**src/design/pib_pkg.sv**
```systemverilog
// Package: register map, field positions and reset values for input blanking
package pib_pkg;
    // Register byte offsets on the AXI4-Lite bus
    localparam logic [3:0] PIB_OFS_CONTROL = 4'h0;
    localparam logic [3:0] PIB_OFS_DELAY = 4'h4;
    localparam logic [3:0] PIB_OFS_AUX = 4'h8;
    localparam logic [3:0] PIB_OFS_STATUS = 4'hc;

    // Control register field positions
    localparam int PIB_HRISE_BIT = 15;
    localparam int PIB_HFALL_BIT = 14;
    localparam int PIB_LRISE_BIT = 13;
    localparam int PIB_LFALL_BIT = 12;
    localparam int PIB_FLTLEB_BIT = 11;
    localparam int PIB_CLLEB_BIT = 10;
    localparam int PIB_EXTH_BIT = 5;
    localparam int PIB_EXTL_BIT = 4;
    localparam int PIB_HOH_BIT = 3;
    localparam int PIB_HOL_BIT = 2;
    localparam int PIB_LOH_BIT = 1;
    localparam int PIB_LOL_BIT = 0;

    // Writable masks; the other bits read as zero
    localparam logic [15:0] PIB_CONTROL_MASK = 16'hfc3f;
    localparam logic [15:0] PIB_DELAY_MASK = 16'h0fff;
    localparam logic [15:0] PIB_AUX_MASK = 16'h0f00;
    localparam int PIB_SEL_LSB = 8;

    // Reset values
    localparam logic [15:0] PIB_CONTROL_RST = 16'h0000;
    localparam logic [15:0] PIB_DELAY_RST = 16'h0000;
    localparam logic [15:0] PIB_AUX_RST = 16'h0000;

    localparam int PIB_DLY_W = 12;
    localparam int PIB_NUM_SRC = 6;

    localparam logic [1:0] PIB_RESP_OKAY = 2'h0;
    localparam logic [1:0] PIB_RESP_SLVERR = 2'h2;
endpackage : pib_pkg

```
**src/design/pib_edge_timer.sv**
```systemverilog
// Leading-edge blanking delay counter
`timescale 1ns/1ps
`default_nettype none
module pib_edge_timer
    import pib_pkg::*;
(
    input wire logic clk_i,
    input wire logic nrst_i,
    input wire logic start_i,
    input wire logic [PIB_DLY_W-1:0] delay_i,
    output logic active_o,
    output logic [PIB_DLY_W-1:0] count_o
);
    logic [PIB_DLY_W-1:0] count;
    logic [PIB_DLY_W-1:0] next_count;

    assign next_count = start_i ? delay_i :
        (count != '0) ? count - 1'b1 : count;

    always_ff @(posedge clk_i) begin
        if (!nrst_i) begin
            count <= '0;
        end else begin
            count <= next_count;
        end
    end

    assign active_o = (count != '0);
    assign count_o = count;
endmodule : pib_edge_timer
`default_nettype wire

```
**src/design/pib_blanking.sv**
```systemverilog
// Leading-edge and state blanking of fault and current-limit inputs
// Behaviour
// - High rising edge starts delay when enabled
// - High falling edge starts delay when enabled
// - Low rising edge starts delay when enabled
// - Low falling edge starts delay when enabled
// - Fault enable gates edge blanking on fault
// - Limit enable gates edge blanking on limit
// - Mask while selected source is high
// - Mask while selected source is low
// - Mask while high output is high
// - Mask while high output is low
// - Mask while low output is high
// - Mask while low output is low
// - Twelve-bit delay field sets blanking length
// - Unused bits ignore writes, read zero
// - External source chosen by auxiliary select
// - Code zero none, one-six generator highs
`timescale 1ns/1ps
`default_nettype none
module pib_blanking
    import pib_pkg::*;
(
    input wire logic clk_i,
    input wire logic nrst_i,
    // AXI4-Lite slave
    input wire logic [3:0] s_axi_awaddr_i,
    input wire logic s_axi_awvalid_i,
    output logic s_axi_awready_o,
    input wire logic [31:0] s_axi_wdata_i,
    input wire logic [3:0] s_axi_wstrb_i,
    input wire logic s_axi_wvalid_i,
    output logic s_axi_wready_o,
    output logic [1:0] s_axi_bresp_o,
    output logic s_axi_bvalid_o,
    input wire logic s_axi_bready_i,
    input wire logic [3:0] s_axi_araddr_i,
    input wire logic s_axi_arvalid_i,
    output logic s_axi_arready_o,
    output logic [31:0] s_axi_rdata_o,
    output logic [1:0] s_axi_rresp_o,
    output logic s_axi_rvalid_o,
    input wire logic s_axi_rready_i,
    // Generator outputs, same clock domain
    input wire logic gen_high_output_i,
    input wire logic gen_low_output_i,
    // High outputs of generators one through six, asynchronous
    input wire logic [PIB_NUM_SRC-1:0] blank_src_i,
    // Selected fault and current-limit inputs, active high
    input wire logic fault_i,
    input wire logic climit_i,
    output logic fault_o,
    output logic climit_o
);
    ////////////////////////////////////////////////////////////////////
    // Registers and bus slave
    logic [15:0] blanking_control;
    logic [15:0] blanking_delay_value;
    logic [15:0] auxiliary_control;
    logic [3:0] aw_addr;
    logic aw_held;
    logic [31:0] w_data;
    logic [3:0] w_strb;
    logic w_held;
    logic bvalid;
    logic [1:0] bresp;
    logic rvalid;
    logic [31:0] rdata;
    logic [1:0] rresp;

    wire aw_take = s_axi_awvalid_i && s_axi_awready_o;
    wire w_take = s_axi_wvalid_i && s_axi_wready_o;
    wire do_write = aw_held && w_held && !bvalid;
    wire wr_ctl = do_write && (aw_addr == PIB_OFS_CONTROL);
    wire wr_dly = do_write && (aw_addr == PIB_OFS_DELAY);
    wire wr_aux = do_write && (aw_addr == PIB_OFS_AUX);
    wire wr_hit = wr_ctl || wr_dly || wr_aux;
    wire [15:0] lane_mask = {{8{w_strb[1]}}, {8{w_strb[0]}}};
    wire ar_take = s_axi_arvalid_i && s_axi_arready_o;

    assign s_axi_awready_o = !aw_held;
    assign s_axi_wready_o = !w_held;
    assign s_axi_arready_o = !rvalid;
    assign s_axi_bvalid_o = bvalid;
    assign s_axi_bresp_o = bresp;
    assign s_axi_rvalid_o = rvalid;
    assign s_axi_rdata_o = rdata;
    assign s_axi_rresp_o = rresp;

    function automatic logic [15:0] merge(input logic [15:0] old,
        input logic [15:0] wd, input logic [15:0] lanes,
        input logic [15:0] keep);
        merge = ((old & ~lanes) | (wd & lanes)) & keep;
    endfunction : merge

    always_ff @(posedge clk_i) begin
        if (!nrst_i) begin
            aw_held <= 1'b0;
            aw_addr <= 4'h0;
        end else if (aw_take) begin
            aw_held <= 1'b1;
            aw_addr <= {s_axi_awaddr_i[3:2], 2'b00};
        end else if (do_write) begin
            aw_held <= 1'b0;
        end
    end

    always_ff @(posedge clk_i) begin
        if (!nrst_i) begin
            w_held <= 1'b0;
            w_data <= 32'h0000_0000;
            w_strb <= 4'h0;
        end else if (w_take) begin
            w_held <= 1'b1;
            w_data <= s_axi_wdata_i;
            w_strb <= s_axi_wstrb_i;
        end else if (do_write) begin
            w_held <= 1'b0;
        end
    end

    always_ff @(posedge clk_i) begin
        if (!nrst_i) begin
            bvalid <= 1'b0;
            bresp <= PIB_RESP_OKAY;
        end else if (do_write) begin
            bvalid <= 1'b1;
            bresp <= wr_hit ? PIB_RESP_OKAY : PIB_RESP_SLVERR;
        end else if (s_axi_bready_i) begin
            bvalid <= 1'b0;
        end
    end

    always_ff @(posedge clk_i) begin
        if (!nrst_i) begin
            blanking_control <= PIB_CONTROL_RST;
            blanking_delay_value <= PIB_DELAY_RST;
            auxiliary_control <= PIB_AUX_RST;
        end else begin
            if (wr_ctl) begin
                blanking_control <= merge(blanking_control, w_data[15:0],
                    lane_mask, PIB_CONTROL_MASK);
            end
            if (wr_dly) begin
                blanking_delay_value <= merge(blanking_delay_value,
                    w_data[15:0], lane_mask, PIB_DELAY_MASK);
            end
            if (wr_aux) begin
                auxiliary_control <= merge(auxiliary_control, w_data[15:0],
                    lane_mask, PIB_AUX_MASK);
            end
        end
    end

    ////////////////////////////////////////////////////////////////////
    // Read path
    logic edge_active;
    logic [PIB_DLY_W-1:0] edge_count;
    logic fault_mask;
    logic climit_mask;
    wire [3:0] rd_addr = {s_axi_araddr_i[3:2], 2'b00};
    wire rd_hit = (rd_addr == PIB_OFS_CONTROL) || (rd_addr == PIB_OFS_DELAY)
        || (rd_addr == PIB_OFS_AUX) || (rd_addr == PIB_OFS_STATUS);
    // Status: counter value, edge active, fault mask, limit mask
    wire [15:0] status_word = {1'b0, climit_mask, fault_mask, edge_active,
        edge_count};
    wire [15:0] rd_word = (rd_addr == PIB_OFS_CONTROL) ? blanking_control :
        (rd_addr == PIB_OFS_DELAY) ? blanking_delay_value :
        (rd_addr == PIB_OFS_AUX) ? auxiliary_control :
        (rd_addr == PIB_OFS_STATUS) ? status_word : 16'h0000;

    always_ff @(posedge clk_i) begin
        if (!nrst_i) begin
            rvalid <= 1'b0;
            rdata <= 32'h0000_0000;
            rresp <= PIB_RESP_OKAY;
        end else if (ar_take) begin
            rvalid <= 1'b1;
            rdata <= {16'h0000, rd_word};
            rresp <= rd_hit ? PIB_RESP_OKAY : PIB_RESP_SLVERR;
        end else if (s_axi_rready_i) begin
            rvalid <= 1'b0;
        end
    end

    ////////////////////////////////////////////////////////////////////
    // Edge detection and blanking timer
    logic high_prev;
    logic low_prev;
    always_ff @(posedge clk_i) begin
        if (!nrst_i) begin
            high_prev <= 1'b0;
            low_prev <= 1'b0;
        end else begin
            high_prev <= gen_high_output_i;
            low_prev <= gen_low_output_i;
        end
    end

    wire high_rise = gen_high_output_i && !high_prev;
    wire high_fall = !gen_high_output_i && high_prev;
    wire low_rise = gen_low_output_i && !low_prev;
    wire low_fall = !gen_low_output_i && low_prev;
    wire edge_start = (high_rise && blanking_control[PIB_HRISE_BIT])
        || (high_fall && blanking_control[PIB_HFALL_BIT])
        || (low_rise && blanking_control[PIB_LRISE_BIT])
        || (low_fall && blanking_control[PIB_LFALL_BIT]);

    pib_edge_timer u_timer (
        .clk_i(clk_i),
        .nrst_i(nrst_i),
        .start_i(edge_start),
        .delay_i(blanking_delay_value[PIB_DLY_W-1:0]),
        .active_o(edge_active),
        .count_o(edge_count)
    );

    ////////////////////////////////////////////////////////////////////
    // External state blanking source; other generators are async
    logic [PIB_NUM_SRC-1:0] src_meta;
    logic [PIB_NUM_SRC-1:0] src_sync;
    always_ff @(posedge clk_i) begin
        if (!nrst_i) begin
            src_meta <= '0;
            src_sync <= '0;
        end else begin
            src_meta <= blank_src_i;
            src_sync <= src_meta;
        end
    end

    wire [3:0] blank_source_select = auxiliary_control[PIB_SEL_LSB +: 4];
    wire sel_valid = (blank_source_select != 4'h0)
        && (blank_source_select <= 4'h6);
    wire [2:0] sel_idx = 3'(blank_source_select - 4'h1);
    wire ext_level = src_sync[sel_idx];

    wire ext_blank = sel_valid
        && ((blanking_control[PIB_EXTH_BIT] && ext_level)
        || (blanking_control[PIB_EXTL_BIT] && !ext_level));
    wire out_blank = (blanking_control[PIB_HOH_BIT] && gen_high_output_i)
        || (blanking_control[PIB_HOL_BIT] && !gen_high_output_i)
        || (blanking_control[PIB_LOH_BIT] && gen_low_output_i)
        || (blanking_control[PIB_LOL_BIT] && !gen_low_output_i);
    wire state_blank = ext_blank || out_blank;

    assign fault_mask = state_blank
        || (edge_active && blanking_control[PIB_FLTLEB_BIT]);
    assign climit_mask = state_blank
        || (edge_active && blanking_control[PIB_CLLEB_BIT]);

    // Registered outputs; one cycle of latency traded for clean edges
    always_ff @(posedge clk_i) begin
        if (!nrst_i) begin
            fault_o <= 1'b0;
            climit_o <= 1'b0;
        end else begin
            fault_o <= fault_i && !fault_mask;
            climit_o <= climit_i && !climit_mask;
        end
    end
endmodule : pib_blanking
`default_nettype wire

```
**config.mk**
```make
export PLATFORM = sky130hd
export DESIGN_NAME = pib_blanking
export DESIGN_NICKNAME = d
export VERILOG_FILES = /design/src/design/pib_pkg.sv /design/src/design/pib_edge_timer.sv /design/src/design/pib_blanking.sv
export SDC_FILE = /design/constraint.sdc
export NUM_CORES = 1
export LEC_CHECK = 0
export BUFFER_PORTS_ARGS = -buffer_cell sky130_fd_sc_hd__buf_2
export CAP_MARGIN = 20
export CORE_MARGIN = 8
export CORE_UTILIZATION = 34
export DETAILED_ROUTE_END_ITERATION = 6
export PLACE_DENSITY_LB_ADDON = 0.25
export SLEW_MARGIN = 20
export SYNTH_ARGS = -nofsm -noshare
export SYNTH_HDL_FRONTEND = slang
export SYNTH_SLANG_ARGS = --single-unit
```
**constraint.sdc**
```tcl
create_clock -name clk_i -period 6 [get_ports clk_i]
set_input_delay 1.2 -clock clk_i [delete_from_list [all_inputs] [get_ports clk_i]]
set_output_delay 1.2 -clock clk_i [all_outputs]
set_load 0.02 [all_outputs]
```
==> summary by stage, run 1 <==
Run status
The flow ran to the end, and the final reports show no timing, DRC or antenna violations.

Setup path
STA classifies the critical path startpoint as a primary input. The delay of the slowest critical-path stage is 0.52 ns. The cell depth of the worst flop-to-flop path is 5. Traced cell by cell, the critical path runs through buf_2, mux2_2, a211oi_1, nand3_1, a211oi_1. The maximum fanout along the worst path is 4. The total buffers and inverters traversed by the critical path is 1. The data arrival time of the worst path is 2.65 ns.

In this run the critical register-to-register path is captured at s_axi_rdata_o[12]. The worst-path cell with the longest stage delay is a211oi_1. The start of the worst register-to-register path is u_timer.count_o[3]. The most used cell along the critical path is a211oi_1. The category of the critical setup timing path is primary input to flop. The critical path data required time is 6.23 ns. The element type at the critical path end is a flop. The worst-case register-to-register setup slack is 3.61 ns. The kind of cell with the highest combined delay along the critical path is compound AO/OA/AOI/OAI gates.

Cells and area
The layout overhead on the synthesized area is 15.9%. The net count reported at finish is 583. The number of inserted diodes is 0. In the final layout, flip-flops and latches occupy 1960 um2. In the final layout, the share of cells above drive strength 1 is 18.0%.

Fill cells in the final layout number 1298. The footprint of the multi-input gates is 2150 um2.

Die
The starting density of the core is 34.6%. The core region is 12500 um2. The die covers 16600 um2.

The y dimension of the die is 129 um. The top-level port count is 104. The horizontal die dimension is 129 um. The number of standard-cell rows in the floorplan is 41.

Synth
In this run the mean area of a mapped cell was 9.23 um2. After synthesis the cells add up to 4330 um2. The number of cells produced by synthesis is 469. For this run, the register share of the synthesized area comes to 45.3%. Yosys mapped a number of flops with a built-in enable equal to 0.

The async set-reset flop share out of synthesis is 0%. For this run, the leading register cell type out of synthesis is dfxtp_1. The post-synthesis register bit count is 98. The unique cell type count in the Yosys netlist is 44. The number of synthesis warnings is 0.

Detailed routing
The DRC marker count from the first detailed-route iteration is 186. The count of nets left with antenna violations after detail routing is 0. The per-cell via count in the routed design is 4.76. The uppermost signal routing layer after detailed routing is met4. The number of vias in the routed layout is 3307. Dividing the detail-routed wire length by the instance count gives 14.7 um. The number of iterations in the first detailed-routing pass is 5. The sum of routed wire segments on met1 is 4550 um. Summed over all nets, wire length on met3 after detailed routing comes to 501 um. The total DRC errors in the routed layout is 0. In the detailed route, the total length drawn on met2 is 4860 um. The detailed-route wire length is 10200 um.

CTS
The longest clock path from root to sink contains 2 buffers. The clock insertion delay at the later pin of the skew report is 0.35 ns. Buffers added to address setup during post-CTS repair amount to 0. The library cell used as clock root buffer is clkbuf_16. TritonCTS built the clock tree. The H-tree depth reported by CTS is 3. The clock transition at the registers of the reported paths is 0.07 ns. The count of clock tree sinks is 98. The post-CTS resize count is 0. The number of buffers created by CTS is 9. The total of hold buffers inserted after clock tree synthesis is 0.

GRT
After global routing the overflow that remains totals 0. The total global-route track usage is 12.7%. The first-pass GRT wire length is 16400 um. The initial antenna violation count was 0. Entering global routing, the biggest net connects 71 pins. The number of global-route vias before repair is 3256.

STA
Setup repair after global routing left no endpoint under its margin. The slew at the pin closest to its max-slew limit is 1.05 ns. After routing, the total negative slack on setup checks comes to 0 ns.

The share of the clock period used by the worst path after layout is 40.4%. For the final database, setup skew stands at 0.00814 ns. The hold violation count in the final report was 0.

The number of pins with negative max-slew slack in the final report was 0. In this run the tightest slew margin relative to its limit is 29.8%. Timing would allow up to 413 MHz. The total setup violations reported at the end of the flow is 0. The final critical-path required period is 2.42 ns. Hold is met by 0.435 ns.

Min path
The beginning of the worst hold path is src_meta[3]. The worst hold path belongs to the class flop to flop. The endpoint of the worst hold path is src_sync[3]. The number of cells traversed by the worst hold path is 1.

Pwr
In this run the static leakage power is 2.16 nW. The cell area power density is 343 nW/um2. The peak supply drop is 165 uV.

Placed design
The number of input and output port buffers inserted is 63. The final weighted congestion in routability-driven placement is 0.838. The HPWL after detailed placement is 7700 um.

Flow run
The number of maximum-capacitance constraint violations is 0.
==> final cells by class <==
| class | instances | share of cell area [%] |
|---|---|---|
| Clock buffer | 9 | 4.49 |
| Clock inverter | 7 | 1.70 |
| Inverter | 8 | 0.599 |
| Multi-Input combinational cell | 334 | 42.9 |
| Sequential cell | 98 | 39.1 |
| Tap cell | 172 | 4.29 |
| Timing Repair Buffer | 67 | 6.88 |
==> worst max-delay path by stage <==
| stage | depth (start not counted) | from | slack (ns) | to |
|---|---|---|---|---|
| finish | 5 | gen_low_output_i | 3.58 | climit_o |
| detailed placement | 5 | gen_low_output_i | 3.20 | fault_o |
| global placement | 5 | gen_low_output_i | 3.22 | climit_o |
| floorplan | 5 | s_axi_araddr_i[2] | 3.63 | s_axi_rdata_o[2] |
| CTS | 5 | gen_low_output_i | 3.56 | fault_o |
| global route | 5 | gen_low_output_i | 3.44 | fault_o |
==> metrics by stage <==
step	power, mW	std cells	utilization, %	cell area (um2)	worst slack, ns
6_report	1.72	695	40.1	5020	3.58
3_5_place_dp	1.14	679	37.6	4700	3.20
4_1_cts	1.74	695	40.1	5010	3.56
3_3_place_gp	1.14	679	37.6	4700	3.22
5_1_grt	1.82	695	40.1	5020	3.44
2_1_floorplan	1.07	486	-	4390	3.63
==> cells by family after synthesis <==
kind of cell               after synthesis  share of synthesized area (%)
adders and majority gates                4                           1.16
buffers and inverters                   54                           6.44
muxes                                   44                           11.2
AOI/OAI and AO/OA                       89                           14.2
DFF                                     98                           45.3
and+or+nand+nor                        173                           20.4
xor gates and xnor gates                 6                           1.21
other                                    1                         0.0866
==> Yosys cell counts, drive strengths merged, types with 6 or more instances <==
cell | instances | area share, %
dfxtp | 98 | 45
mux2i | 37 | 8.6
nand2 | 67 | 5.8
nor2 | 13 | 1.1
inv | 8 | 0.69
nand3b | 6 | 1.0
o211a | 9 | 2.1
a21boi | 25 | 4.3
nand3 | 12 | 1.4
buf | 21 | 3.6
a21oi | 10 | 1.2
o21ai | 23 | 2.7
and2 | 17 | 2.5
o211ai | 7 | 1.2
clkbuf | 25 | 2.2
nor2b | 35 | 5.1
==> report_power, final <==
group,internal (mW),leakage (nW),switching [mW],total (mW)
Sequential,0.706,0.801,0.0504,0.757
Clock,0.331,0.146,0.262,0.594
Combinational,0.153,1.21,0.217,0.369
Total,1.19,2.16,0.529,1.72
==> cells in the final DEF, fill, tap and decap left out, types with 12 or more instances in the layout <==
cell and n:
nor2b_1 34, and2_1 17, mux2i_1 37, dfxtp_1 98, a21boi_0 25, nand3_1 12, o21ai_0 23, buf_2 63
nand2_1 67, conb_1 18, nor2_1 13
==> routing by layer <==
layer	global-route usage, %	vias up
met5	0	-
met4	6.57	0
met3	2.73	16
met2	21.0	76
met1	15.2	1536
li1	-	1679
No activity file was read; power rests on OpenSTA's default activity.
==> run 2, diff against run 1 <==
Clock period 6 ns to 2.5 ns, I/O delays scaled along.
==> summary by stage, run 2 (synthesis gave the netlist of run 1 again) <==
Run status
The run finished with clean final reports.

Setup path
The critical path is of the flop to flop type. Among the stages of the critical path, the cell type that occurs most often is a21oi_1. The element type at the critical path end is a flop. The worst-path cell with the longest stage delay is or4_4.

The worst setup path is launched from a flop. The total buffers and inverters traversed by the critical path is 1 (unchanged). The kind of cell with the highest combined delay along the critical path is simple AND/OR/NAND/NOR gates. The delay of the slowest critical-path stage came to 0.57 ns (+0.05 ns). The data arrival time of the worst path is 2.35 ns (-0.30 ns). Walking the worst path, the cells encountered are or4_4, or3_1, or2_1, buf_4, a21oi_1, a21oi_1. The critical path data required time is 2.71 ns (-3.52 ns).

The maximum fanout along the worst path is 7 (+3).

Flow run
The number of maximum-capacitance constraint violations is 0 (unchanged).

Cells and area
The design area is 5060 um2 (+0.85%). The net count reported at finish came to 587 (+0.69%). The layout overhead on the synthesized area is 16.9%. The number of inserted diodes is 0 (unchanged). The fraction of final layout cells with drive strength greater than 1 is 18.4% (+0.43 points).

The leading cell type in the layout, fill and taps excluded is dfxtp_1. The top cell types in the final layout, fill and taps aside, are dfxtp_1 (98), nand2_1 (67), buf_2 (63), mux2i_1 (37), nor2b_1 (35).

Detailed routing
The number of vias in the routed layout is 3262 (-1.4%). The wire length per cell after detailed routing came to 15.1 um (+2.4%). The number of iterations in the first detailed-routing pass came to 6 (+1). The detailed-route wire length is 10500 um (+3.0%).

The count of nets left with antenna violations after detail routing was 0 (unchanged). The DRC marker count from the first detailed-route iteration is 135 (-27%). The total DRC errors in the routed layout is 0 (unchanged).

The per-cell via count in the routed design is 4.67 (-1.9%).

Die
The standard cell core area was 12500 um2 (unchanged). The starting density of the core is 34.6% (unchanged). The number of standard-cell rows in the floorplan came to 41 (unchanged). The y dimension of the die is 129 um (unchanged). The top-level port count is 104 (unchanged).

The die area is 16600 um2 (unchanged). The horizontal die dimension is 129 um (unchanged).

Placed design
The number of input and output port buffers inserted came to 63 (unchanged). The area after detailed placement is 4750 um2 (+0.90%). The final weighted congestion in routability-driven placement is 0.806 (-3.8%). The HPWL after detailed placement was 7750 um (+0.72%).

GRT
The number of global-route vias before repair was 3184 (-2.2%). The maximum number of pins on one net before global-route repair is 99 (+39%). The total global-route track usage is 12.9% (+0.19 points). The initial antenna violation count is 0 (unchanged). The first-pass GRT wire length came to 16800 um (+2.1%). The overflow left after global routing is 0 (unchanged).

Pwr
The internal portion of total power is 2.91 mW (+140%). The peak supply drop came to 296 uV (+80%). The switching power share of the total came to 30.4% (-0.35 points). The proportion of power drawn by flip-flops and latches is 43.4% (-0.6 points). The cell area power density is 828 nW/um2 (+140%). The portion of total power attributed to the clock network came to 34.2% (-0.3 points). The switching power of the nets is 1.27 mW (+140%).

The leakage dissipation was 2.18 nW (+1.1%). The logic gate share of total power is 22.4% (+0.9 points). The total power is 4.19 mW (+140%).

STA
Setup repair after global routing left no endpoint under its margin. The share of the clock period used by the worst path after layout is 85.6%. Derived from the worst setup path, the maximum achievable clock frequency is 467 MHz. The worst clock skew was 0.00763 ns (-0.000510 ns).

The final-layout worst hold slack was 0.359 ns (-0.0761 ns). The max-slew headroom at the worst pin is 58.1% (+28 points). The total setup violations reported at the end of the flow is 0 (unchanged).

The final critical-path required period is 2.14 ns. The slew at the pin closest to its max-slew limit is 0.627 ns (-0.425 ns). The hold violation count in the final report is 0 (unchanged). The aggregate negative setup slack is 0 ns (unchanged). The number of pins with negative max-slew slack in the final report is 0 (unchanged).

CTS
TritonCTS built the clock tree. The total of hold buffers inserted after clock tree synthesis is 0 (unchanged). The clock transition at the registers of the reported paths was 0.07 ns (about the same).

The post-CTS resize count is 0 (unchanged). The count of clock tree sinks is 98 (unchanged). The H-tree depth reported by CTS was 3 (unchanged). The count of buffers added by post-CTS timing repair for setup is 0 (unchanged). The clock insertion delay at the later pin of the skew report is 0.34 ns (about the same). The number of buffers created by CTS came to 9 (unchanged). The maximum clock insertion buffer count is 2 (unchanged). The tree is rooted in a clkbuf_16.

Min path
The tightest min-delay check is of the primary input to flop type.
run 2: cell types whose count changed in the layout (fill, tap and decap cells not counted), sizes merged:
cell,delta
buf,+4
inv,-1
clkbuf,+1
run 2: path summary, 6_finish.rpt:
kind                      start           endpoint  slack (ns)  cells past startpoint
max          u_timer.count_o[3]  s_axi_rdata_o[14]        0.36                      6
min              blank_src_i[4]        src_meta[4]        0.36                      2
max reg2reg  u_timer.count_o[3]  s_axi_rdata_o[14]        0.36                      6
min reg2reg         src_meta[5]        src_sync[5]        0.43                      1
run 2: area by class of cell:
type                            count  area, um2
Clock buffer                       10        239
Tap cell                          172        215
Fill cell                        1243       7460
Multi-Input combinational cell    334       2150
Clock inverter                      6       73.8
Timing Repair Buffer               71        388
Sequential cell                    98       1960
Inverter                            8       30.0
run 2: power by group through the flow:
stage	Clock, mW	Sequential (mW)	Combinational [mW]
6_report	1.43	1.82	0.939
5_1_grt	1.52	1.84	1.04
4_1_cts	1.46	1.81	0.942
3_5_place_dp	0	1.85	0.937
3_3_place_gp	0	1.85	0.934
2_1_floorplan	0	1.84	0.720
run 2: metal layers:
layer | global-route usage, % | up-vias | part of all wire, %
li1 | - | 1679 | -
met1 | 15.9 | 1518 | 47
met2 | 21.6 | 59 | 48
met3 | 3.27 | 6 | 4.4
met4 | 3.94 | 0 | 0.87
met5 | 0 | - | 0
run 2: worst register-to-register path: stages (launching register included):
cell,delay [ns]
dfxtp_1,0.36
or4_4,0.57
or3_1,0.33
or2_1,0.32
buf_4,0.19
a21oi_1,0.15
a21oi_1,0.08
run 2: stage by stage:
| stage | utilization, % | instances | setup WS [ns] |
|---|---|---|---|
| finish | 40.4 | 699 | 0.360 |
| global route | 40.4 | 699 | 0.260 |
| CTS | 40.4 | 699 | 0.358 |
| detailed placement | 37.9 | 683 | 0.379 |
| global placement | 37.9 | 683 | 0.373 |
| floorplan | - | 486 | 0.437 |
==> run 3, diff against run 2 <==
Clock period 2.5 ns to 2.1 ns, I/O delays scaled along.
==> summary by stage, run 3 (synthesis gave the netlist of run 1 again) <==
Cells and area
The library cell used most frequently in the layout, excluding fill and tap cells, is dfxtp_1. The net count reported at finish is 599 (+2.0%). The fraction of final layout cells with drive strength greater than 1 came to 21.2% (+2.7 points). The share of the core filled with cells is 41.2% (+0.81 points). The number of non-filler instances in the completed layout is 711 (+1.7%). In the layout the commonest cells are dfxtp_1 (97), nand2_1 (67), buf_2 (63), mux2i_1 (37), nor2b_1 (35). The area growth from synthesis to layout is 19.2%.

The number of inserted diodes is 0 (unchanged).

Die
The number of standard-cell rows in the floorplan is 41 (unchanged). The top-level port count is 104 (unchanged). The horizontal die dimension was 129 um (unchanged). The standard cell core area is 12500 um2 (unchanged).

The die area was 16600 um2 (unchanged). The starting density of the core was 34.6% (unchanged). The y dimension of the die is 129 um (unchanged).

Pwr
The switching power share of the total is 30.3% (-0.13 points). The switching power of the nets is 1.57 mW (+23%). The leakage dissipation is 2.25 nW (+3.0%). The peak supply drop is 472 uV (+59%). The portion of total power attributed to the clock network is 32.2% (-2.0 points). The cell area power density came to 1000 nW/um2 (+21%). The internal portion of total power was 3.61 mW (+24%).

The logic gate share of total power was 26.3% (+3.9 points). The proportion of power drawn by flip-flops and latches is 41.4% (-2.0 points). The total power is 5.17 mW (+24%).

Setup path
The maximum fanout along the worst path came to 5 (-2). The delay of the slowest critical-path stage is 0.54 ns (-0.03 ns). The gate family responsible for the most delay along the worst path is simple AND/OR/NAND/NOR gates. The critical path data required time is 2.37 ns (-0.34 ns).

STA classifies the critical path endpoint as a flop. The data arrival time of the worst path is 2.36 ns (about the same). The worst setup path is launched from a flop.

The total buffers and inverters traversed by the critical path was 1 (unchanged). The worst-path cell with the longest stage delay is or4_4. The critical path is of the flop to flop type.

Counting stages on the worst path, the most repeated cell is or4_4. The critical path goes through or4_4, or3_4, buf_6, or4_4, a31oi_1.

CTS
TritonCTS built the clock tree. The H-tree depth reported by CTS is 3 (unchanged). The clock insertion delay at the later pin of the skew report was 0.34 ns (about the same).

The count of buffers added by post-CTS timing repair for setup is 0 (unchanged). The maximum clock insertion buffer count is 2 (unchanged). The library cell used as clock root buffer is clkbuf_16. The count of clock tree sinks is 98 (unchanged).

The number of buffers created by CTS is 9 (unchanged). The clock transition at the registers of the reported paths was 0.07 ns (about the same).

Placed design
The HPWL after detailed placement came to 7950 um (+2.5%). The final weighted congestion in routability-driven placement is 0.842 (+4.5%). The total placed cells including tap cells was 695 (+1.8%). The number of input and output port buffers inserted is 63 (unchanged).

Detailed routing
The per-cell via count in the routed design came to 4.68 (+0.21%). The sum of met2 wire segment lengths after detailed routing came to 5090 um (+0.41%). The DRC marker count from the first detailed-route iteration was 249 (+84%). The wire length per cell after detailed routing is 14.7 um (-2.5%).

The number of iterations in the first detailed-routing pass is 5 (-1). The total DRC errors in the routed layout came to 0 (unchanged). The detailed-route wire length is 10400 um (-0.83%). The wire length on met3 is 643 um (+39%). The sum of routed wire segments on met1 came to 4510 um (-8.0%).

The highest metal layer carrying signal wires in the routed design is met4. The number of vias in the routed layout came to 3325 (+1.9%). The count of nets left with antenna violations after detail routing came to 0 (unchanged).

GRT
The total global-route track usage was 12.6% (-0.30 points). The number of global-route vias before repair came to 3260 (+2.4%). The maximum number of pins on one net before global-route repair is 55 (-44%). The first-pass GRT wire length was 16300 um (-2.8%). The overflow left after global routing was 0 (unchanged). The initial antenna violation count was 0 (unchanged).

STA
Setup repair after global routing could not meet its margin everywhere. The final-layout worst hold slack is 0.277 ns (-0.0823 ns). The final critical-path required period is 2.08 ns (-0.0582 ns). The total setup violations reported at the end of the flow is 0 (unchanged). The slew at the pin closest to its max-slew limit was 0.604 ns (-0.0233 ns).

The hold violation count in the final report came to 0 (unchanged). The share of the clock period used by the worst path after layout is 99.2% (+14 points). The max-slew headroom at the worst pin came to 59.7% (+1.6 points). The number of pins with negative max-slew slack in the final report is 0 (unchanged).

The aggregate negative setup slack is 0 ns (unchanged). The worst clock skew is 0.00898 ns (+0.00135 ns). The peak clock frequency supported by timing is 480 MHz (+2.8%).

Run status
The run finished with clean final reports.

Flow run
The number of maximum-capacitance constraint violations is 0 (unchanged).

Min path
The worst hold path belongs to the class primary input to flop.
==> run 3: metrics by stage <==
stage / worst slack [ns] / area [um2]
2_1_floorplan: 0.0366 / 4390
6_report: 0.0178 / 5160
4_1_cts: 0.0318 / 5150
5_1_grt: -0.0403 / 5160
3_5_place_dp: -0.0152 / 4840
3_3_place_gp: 0.0293 / 4840
==> run 3: path summary, 6_finish.rpt <==
check | from | endpoint | slack, ns | cells after the start
setup / recovery | u_timer.count_o[5] | u_timer.count_o[9] | 0.02 | 5
hold / removal | blank_src_i[1] | src_meta[1] | 0.28 | 2
setup reg to reg | u_timer.count_o[5] | u_timer.count_o[9] | 0.02 | 5
hold reg to reg | src_meta[4] | src_sync[4] | 0.43 | 1
==> run 3: cell type report <==
class                           instances  area (um2)
Inverter                                8        30.0
Timing Repair Buffer                   83         482
Sequential cell                        98        1960
Fill cell                            1272        7360
Clock buffer                            9         225
Clock inverter                          7        76.3
Multi-Input combinational cell        334        2170
Tap cell                              172         215
==> run 3: timing repair <==
item / 4_1_cts / 5_1_grt
setup endpoints to repair: 2 / 3
pin swaps: 0 / 3
resized for setup: 3 / 3
hold buffers: 0 / 0
==> run 3: routing by layer <==
metal  GRT usage (%)  vias to the layer above
li1                -                     1707
met1            14.9                     1534
met2            21.5                       69
met3            2.65                       15
met4            5.46                        0
met5               0                        -
==> run 3: power by group through the flow <==
stage	Sequential [mW]	Clock (mW)	Combinational, mW
after floorplan	2.19	0	0.857
after global placement	2.17	0	1.25
after detailed placement	2.18	0	1.28
after CTS	2.14	1.71	1.33
after global routing	2.17	1.79	1.49
final	2.14	1.67	1.36
